$ cat src/shared/ppm_consts.vh
// Constants for the port power management register bank.
// Assumes configuration accesses arrive as dword-aligned byte addresses.
`ifndef PPM_CONSTS_VH
`define PPM_CONSTS_VH
`define PPM_CAP_ADDR 12'h0c0
`define PPM_CSR_ADDR 12'h0c4
`define PPM_CAP_ID 8'h01
`define PPM_NXT_UP 8'h00
`define PPM_NXT_DN 8'hd0
`define PPM_VER 3'h3
`define PPM_SUPPORT_RST 5'h19
`define PPM_PS_D0 2'h0
`define PPM_PS_D3HOT 2'h3
`define PPM_CTX_RST 1'h1
`define PPM_PS_LSB 0
`define PPM_CTX_BIT 3
`define PPM_EN_BIT 8
`define PPM_ST_BIT 15
`define PPM_DEVICE_SPECIFIC_INIT_BIT 21
`define PPM_SUP_LSB 27
`endif

$ cat src/hdl/ppm_wake_sync.v
// Three-stage synchroniser for one level from outside the clock domain.
// Assumes the input is quasi-static relative to clk_sys_i.
`timescale 1ns/1ps
`default_nettype none
module ppm_wake_sync (
  input wire clk_sys_i,
  input wire rst_i,
  input wire async_i,
  output reg level_o
);
  reg s1;
  reg s2;
  reg s3;
  ////////////////////////////////////////////////////////////////////////////
  // Stage one feeds stage two only; level moves when stages two and three agree
  always @(posedge clk_sys_i) begin
    if (rst_i) begin
      s1 <= 1'b0;
      s2 <= 1'b0;
      s3 <= 1'b0;
      level_o <= 1'b0;
    end else begin
      s1 <= async_i;
      s2 <= s1;
      s3 <= s2;
      if (s2 == s3) begin
        level_o <= s3;
      end
    end
  end
endmodule // ppm_wake_sync
`default_nettype wire

$ cat src/hdl/ppm_regs.v
// Power management capability and control/status registers of one port.
// Assumes a single-cycle configuration access port; reads return next cycle.
`timescale 1ns/1ps
`default_nettype none
`include "ppm_consts.vh"
module ppm_regs #(
  parameter IS_UPSTREAM = 0
) (
  input wire clk_sys_i,
  input wire rst_i,
  input wire hot_rst_i,
  input wire cfg_wr_i,
  input wire cfg_rd_i,
  input wire [11:0] cfg_addr_i,
  input wire [31:0] cfg_wdata_i,
  input wire [3:0] cfg_be_i,
  input wire write_lock_open_i,
  input wire port_wake_event_i,
  input wire fwd_wake_msg_i,
  input wire d3cold_i,
  output reg [31:0] cfg_rdata_o,
  output reg cfg_rvalid_o,
  output wire [1:0] power_state_o,
  output wire context_preserve_o,
  output wire context_reset_o,
  output wire wake_msg_send_o,
  output wire wake_msg_forward_o
);
  reg [1:0] power_state_field;
  reg context_preserve_bit;
  reg wake_event_enable;
  reg wake_event_status;
  reg [4:0] wake_state_support;
  reg device_specific_init;
  reg ctx_reset_pulse;
  wire d3cold_sync;
  wire wr_cap;
  wire wr_csr;
  wire st_clear;
  wire own_event;
  wire [31:0] cap_word;
  wire [31:0] csr_word;

  ////////////////////////////////////////////////////////////////////////////
  // D3cold comes from the power controller, outside this clock domain
  ppm_wake_sync u_cold_sync (
    .clk_sys_i(clk_sys_i),
    .rst_i(rst_i),
    .async_i(d3cold_i),
    .level_o(d3cold_sync)
  );

  ////////////////////////////////////////////////////////////////////////////
  // Address decode
  assign wr_cap = cfg_wr_i && (cfg_addr_i == `PPM_CAP_ADDR);
  assign wr_csr = cfg_wr_i && (cfg_addr_i == `PPM_CSR_ADDR);
  assign st_clear = wr_csr && cfg_be_i[1] && cfg_wdata_i[`PPM_ST_BIT];
  // Upstream port never raises its own event
  assign own_event = port_wake_event_i && (IS_UPSTREAM == 0);

  ////////////////////////////////////////////////////////////////////////////
  // Non-sticky fields: loaded with their reset values by power-on and hot reset alike
  always @(posedge clk_sys_i) begin
    if (rst_i || hot_rst_i) begin
      power_state_field <= `PPM_PS_D0;
      context_preserve_bit <= `PPM_CTX_RST;
      wake_state_support <= `PPM_SUPPORT_RST;
      device_specific_init <= 1'b0;
      ctx_reset_pulse <= 1'b0;
    end else begin
      ctx_reset_pulse <= 1'b0;
      // Reserved D1/D2 codes are dropped so the field never reports them
      if (wr_csr && cfg_be_i[0]) begin
        if (cfg_wdata_i[1:0] == `PPM_PS_D0 || cfg_wdata_i[1:0] == `PPM_PS_D3HOT) begin
          power_state_field <= cfg_wdata_i[1:0];
          // D3hot to D0 without preservation requests a context reset
          if (power_state_field == `PPM_PS_D3HOT && cfg_wdata_i[1:0] == `PPM_PS_D0
              && !context_preserve_bit) begin
            ctx_reset_pulse <= 1'b1;
          end
        end
        if (write_lock_open_i) begin
          context_preserve_bit <= cfg_wdata_i[`PPM_CTX_BIT];
        end
      end
      // Support mask is advertised only; event logic never reads it
      if (wr_cap && write_lock_open_i) begin
        if (cfg_be_i[3]) begin
          wake_state_support <= cfg_wdata_i[31:27];
        end
        if (cfg_be_i[2]) begin
          device_specific_init <= cfg_wdata_i[`PPM_DEVICE_SPECIFIC_INIT_BIT];
        end
      end
    end
  end

  ////////////////////////////////////////////////////////////////////////////
  // Sticky bits: only the power-on reset touches them, not hot reset
  always @(posedge clk_sys_i) begin
    if (rst_i) begin
      wake_event_enable <= 1'b0;
      wake_event_status <= 1'b0;
    end else begin
      if (wr_csr && cfg_be_i[1]) begin
        wake_event_enable <= cfg_wdata_i[`PPM_EN_BIT];
      end
      // Set wins over a same-cycle write-one clear
      if (own_event) begin
        wake_event_status <= 1'b1;
      end else if (st_clear) begin
        wake_event_status <= 1'b0;
      end
    end
  end

  ////////////////////////////////////////////////////////////////////////////
  // Read words; unimplemented fields are constant zero
  // D2, D1 and aux current take bits 26:22; reserved and event clock take 20:19
  assign cap_word = {wake_state_support, 5'h00, device_specific_init, 2'h0, `PPM_VER,
    (IS_UPSTREAM != 0) ? `PPM_NXT_UP : `PPM_NXT_DN, `PPM_CAP_ID};
  assign csr_word = {8'h00, 2'h0, 6'h00, wake_event_status, 6'h00, wake_event_enable,
    4'h0, context_preserve_bit, 1'b0, power_state_field};

  // Read data registered; unmapped addresses return zero
  always @(posedge clk_sys_i) begin
    if (rst_i) begin
      cfg_rdata_o <= 32'h00000000;
      cfg_rvalid_o <= 1'b0;
    end else begin
      cfg_rvalid_o <= cfg_rd_i;
      if (cfg_rd_i) begin
        if (cfg_addr_i == `PPM_CAP_ADDR) begin
          cfg_rdata_o <= cap_word;
        end else if (cfg_addr_i == `PPM_CSR_ADDR) begin
          cfg_rdata_o <= csr_word;
        end else begin
          cfg_rdata_o <= 32'h00000000;
        end
      end
    end
  end

  ////////////////////////////////////////////////////////////////////////////
  // Outputs to the port's message logic
  assign power_state_o = power_state_field;
  assign context_preserve_o = context_preserve_bit;
  assign context_reset_o = ctx_reset_pulse;
  assign wake_msg_send_o = own_event && wake_event_enable && !d3cold_sync;
  // Forwarding stops in D3cold; the system must route wake around the switch
  assign wake_msg_forward_o = fwd_wake_msg_i && !d3cold_sync;
endmodule // ppm_regs
`default_nettype wire

$ cat config.mk
export PLATFORM = sky130hd
export DESIGN_NAME = ppm_regs
export DESIGN_NICKNAME = d
export VERILOG_FILES = /design/src/hdl/ppm_wake_sync.v /design/src/hdl/ppm_regs.v
export VERILOG_INCLUDE_DIRS = /design/src /design/src/shared
export SDC_FILE = /design/constraint.sdc
export NUM_CORES = 1
export LEC_CHECK = 0
export BUFFER_PORTS_ARGS = -buffer_cell sky130_fd_sc_hd__buf_2
export CORE_UTILIZATION = 30
export CTS_BUF_LIST = sky130_fd_sc_hd__clkbuf_8
export DETAILED_ROUTE_END_ITERATION = 6
export PLACE_DENSITY = 0.61
export SYNTH_ARGS = -nofsm -noshare
export SYNTH_HDL_FRONTEND = slang
export SYNTH_SLANG_ARGS = --single-unit
$ cat constraint.sdc
create_clock -name clk_sys_i -period 2.3 [get_ports clk_sys_i]
set_input_delay 0.575 -clock clk_sys_i [delete_from_list [all_inputs] [get_ports clk_sys_i]]
set_output_delay 0.575 -clock clk_sys_i [all_outputs]
set_load 0.05 [all_outputs]
After elaboration in Yosys (flattened, before gate mapping)
Index checks and enable logic that the tools add are counted.
{"block": "word_totals", "regBits": 49, "input_bits": 57, "out_inout_bits": 39, "wordCells": 47}
{"block": "op_classes", "eq_ne": 5, "n_mux": 5, "bitwise_logic": 2, "reduce_logical": 22}
{"op": "32-bit 2-to-1 mux", "n": 1}
{"op": "12-bit by 8-bit == test with 1-bit output, second input constant", "n": 2}
{"op": "16-bit 2-to-1 mux", "n": 1}
{"op": "1-bit logical AND", "n": 11}
{"op": "2-bit AND reduction", "n": 4}
{"op": "2-bit == test, second input constant", "n": 2}
{"op": "1-bit 2-to-1 mux", "n": 3}
{"op": "3-bit OR reduction", "n": 1}
{"op": "1-bit zero test", "n": 2}
{"op": "2-bit zero test", "n": 1}
{"op": "1-bit logical OR", "n": 2}
{"op": "1-bit NOT", "n": 2}
{"op": "2-bit nonzero test", "n": 1}
{"op": "1-bit == test", "n": 1}

Logic depth before layout (Yosys ltp)
{"block": "depth", "ltp_word": 6, "ltp_mapped": 5, "ltp_nobuf": 5}

Hierarchy
A second synthesis with hierarchy kept.
{"block": "hier_totals", "cells_unflattened": 152, "hier_area_um2": 1415.1}
{"mod": "ppm_regs", "instances": 1, "cells_each": 142, "area_each_um2": 1302.5, "seq_area_each_um2": 500.5}
{"mod": "ppm_wake_sync", "instances": 1, "cells_each": 10, "area_each_um2": 112.6, "seq_area_each_um2": 80.1}

Worst setup path after synthesis
Ideal clock, no wire load.
{"block": "synth_timing", "path_type": "input port to flip-flop", "start": "input cfg_addr_i[1]", "end": "register cfg_rdata_o[15]", "setup_time_ns": 0.092, "arrival_ns": 1.901, "required_time_ns": 2.208, "setup_slack_ns": 0.306, "path_stages": 4, "n_path_buf": 1, "cell_sequence": "or4b_1 buf_6 or3_4 o32ai_1"}
{"block": "synth_via", "elab_chain_len": 3, "elab_cells_between_ends": 4, "cone_classes": "eq/ne (2); mux (2)"}
{"element": "start, declared", "line_no": "ppm_regs.v:14", "rtl": "input wire [11:0] cfg_addr_i,"}
{"element": "12-bit by 8-bit == test with 1-bit output (no line)"}
{"element": "16-bit 2-to-1 mux", "line_no": "ppm_regs.v:135", "rtl": "end else if (cfg_addr_i == `PPM_CSR_ADDR) begin"}
{"element": "32-bit 2-to-1 mux (*)", "line_no": "ppm_regs.v:133", "rtl": "if (cfg_addr_i == `PPM_CAP_ADDR) begin"}
{"element": "end signal, assigned", "line_no": "ppm_regs.v:134", "rtl": "cfg_rdata_o <= cap_word;"}
{"element": "end signal, assigned", "line_no": "ppm_regs.v:136", "rtl": "cfg_rdata_o <= csr_word;"}
{"element": "end, declared", "line_no": "ppm_regs.v:21", "rtl": "output reg [31:0] cfg_rdata_o,"}
Every way passes the cells marked *; elsewhere a longest branch is shown, timed or not.
A chain may end at the register's enable or synchronous reset.

Worst setup path in the final report
{"block": "layout_timing", "start": "input cfg_addr_i[1]", "end": "register cfg_rdata_o[0]"}
The elaborated chain is that of the path after synthesis.

==> out/qor.yml <==
status:
  outcome: "complete, but fails checks"
  violations: "DRC"
grt:
  grt_usage_pct: 13.30
  gr-total-overflow: 0
  grt_pass1_wl_um: 5119
  antenna_found_initial: 0
  grt_max_degree: 19
  grt_pass1_vias: 1091
power:
  p_leak_nw: 0.8041
  powerDensity_nw_per_um2: 603.9
  ir_drop_mv: 0.3264
clock_network:
  clock_path_buffers: 2
  tritoncts: "built"
  numClockSinks: 29
  cts_setup_buffers: 0
  root_buffer: "clkbuf_8"
  hold_buffers: 0
  cts_resized: 0
  clk_latency_ns: 0.27
  path_clk_slew_ns: 0.06
  cts_buffers: 5
  htree_levels: 2
timing:
  tns_ns: 0
  hold_viol: 0
  min_period_over_period_pct: 86.42
  rsz0062_at_grt: "no"
  min_period_ns: 1.988
  slew_violations: 0
  max_freq_ghz: 0.5031
  skew_ns: 0.001839
  setup_viol: 0
setup_path:
  crit_required_ns: 2.48
  timing.rr.end: "context_reset_o"
  arrival_ns: 2.17
  worstSetupEndpointType: "flop"
  worst-path-max-fanout: 8
  ff2ff_path_depth: 2
  worstSetupStartpointType: "primary input"
  r2r_slack_ns: 1.45
  crit_type: "in2reg"
  reg2reg_from: "context_preserve_o"
floorplanning:
  start_util_pct: 31.87
  dieArea_um2: 5000
  core_um2: 4444
  core.rowCount: 24
  boundaryPins: 96
  die_h_um: 70.71
  die_w_um: 70.71
route:
  drc: 13
  drt_pre_antenna_iters: 6
  vias: 1171
  drt_first_iter_violations: 74
  drt-total-wl_um: 2975
  vias_per_cell: 4.487
  wl_per_cell_um: 11.40
  ant_nets: 0
yosys:
  synth_edf_count: 0
  synthFlopType: "dfxtp_1"
  synth-async-reset-ratio_pct: 0
  syn-cell-area_um2: 1416
  yosys.cell_count.top_type: "dfxtp_1"
  yosysTopAreaCell: "dfxtp_1"
  yosys_warnings: 0
  ys_top_cells_by_count: "dfxtp_1, buf_4, nand2_1, nor2_1, mux2i_1"
  ys_ff_latch: 29
  synth-seq-area-share_pct: 40.99
  yosys-top-cells-area: "dfxtp_1, buf_4, mux2i_1"
  synth_cells: 153
  syn_avg_cell_area_um2: 9.257
  synth_top_area_share_pct: 40.99
  synth_cell_types: 31
job:
  drv_cap: 0
hold_path:
  whs_path_depth: 1
  min_to: "u_cold_sync.s2"
  hp-start: "u_cold_sync.s1"
  min_path_type: "reg2reg"
placement:
  dp_hpwl_um: 2254
  port_buffers: 57
  gp_congestion: 0.6855
cells_and_area:
  area_growth_pct: 24.12
  final.fill_count: 494
  utilization_pct: 39.56
  drive_gt1_share_pct: 35.89
  diodes: 0
  fin_nets: 267
## logic make-up after synthesis
group                      Yosys count  synth area share, %
AOI/OAI and AO/OA                   15                8.480
adders and majority gates            1               0.8833
buffers and inverters               36                15.46
DFF                                 29                40.99
muxes                               10                7.067
other                                1               0.2648
and+or+nand+nor                     61                26.86
## cells in the final DEF, fill, tap and decap left out, drive strengths merged, types with 2 or more instances in the layout
cell type and count:
buf 62, dfxtp 29, conb 17, nand2 12, nor2 12, mux2i 10
inv 8, nor2b 7, nand2b 7, a22o 6, clkbuf 6, nor4 6
o32ai 5, nand3 4, nand4b 3, or4 2, or3b 2, a21oi 2
## worst max-delay path by stage
stage	from	end	cells after the start
after floorplan	cfg_addr_i[1]	cfg_rdata_o[15]	4
after global placement	cfg_addr_i[1]	cfg_rdata_o[15]	4
after detailed placement	cfg_addr_i[1]	cfg_rdata_o[0]	4
after CTS	cfg_addr_i[1]	cfg_rdata_o[0]	4
after global routing	cfg_addr_i[1]	cfg_rdata_o[0]	4
final	cfg_addr_i[1]	cfg_rdata_o[0]	4
## state kept, by name, summed over array words and instances, names as in the netlist
signal / flops
cfg_rdata_o: 12
wake_state_support: 5
power_state_o: 2
cfg_rvalid_o: 1
context_preserve_o: 1
context_reset_o: 1
device_specific_init: 1
u_cold_sync.level_o: 1
u_cold_sync.s1: 1
u_cold_sync.s2: 1
u_cold_sync.s3: 1
wake_event_enable: 1
wake_event_status: 1
## metrics by stage
| step | power, mW | instance area (um2) | cells | setup WS (ns) | hold WS [ns] |
|---|---|---|---|---|---|
| after global placement | 0.6656 | 1672 | 254 | 0.04197 | 0.4171 |
| final | 1.062 | 1758 | 261 | 0.3123 | 0.4395 |
| after floorplan | 0.6479 | 1476 | 169 | 0.3063 | 0.4138 |
| after CTS | 1.078 | 1758 | 261 | 0.3174 | 0.4480 |
| after detailed placement | 0.6663 | 1672 | 254 | 0.03137 | 0.4341 |
| after global routing | 1.117 | 1758 | 261 | 0.2468 | 0.4645 |
## critical path: stages
cell and delay (ns):
buf_2 0.09, or4b_1 0.73, or3_4 0.50, o32ai_1 0.27
## cell type report
class	count	area, um2	area share, %
tap	52	65.06	3.701
inverter	7	26.28	1.495
sequential	29	580.6	33.02
multi-input combinational	104	676.9	38.51
timing repair buffer	62	322.8	18.36
clock buffer	6	82.58	4.697
clock inverter	1	3.754	0.2135
## routing by layer
| layer | GRT usage (%) | routed length [um] |
|---|---|---|
| met5 | 0 | 0 |
| met2 | 21.69 | 1433 |
| met4 | 5.333 | 38 |
| met3 | 4.843 | 220 |
| met1 | 15.93 | 1283 |
## power breakdown
group	leakage [nW]	switching (mW)	internal, mW
sequential	0.235	0.00149	0.507
clock	0.0485	0.174	0.232
combinational	0.521	0.108	0.0393
total	0.804	0.283	0.778
Power figures use the tool's default switching activity.
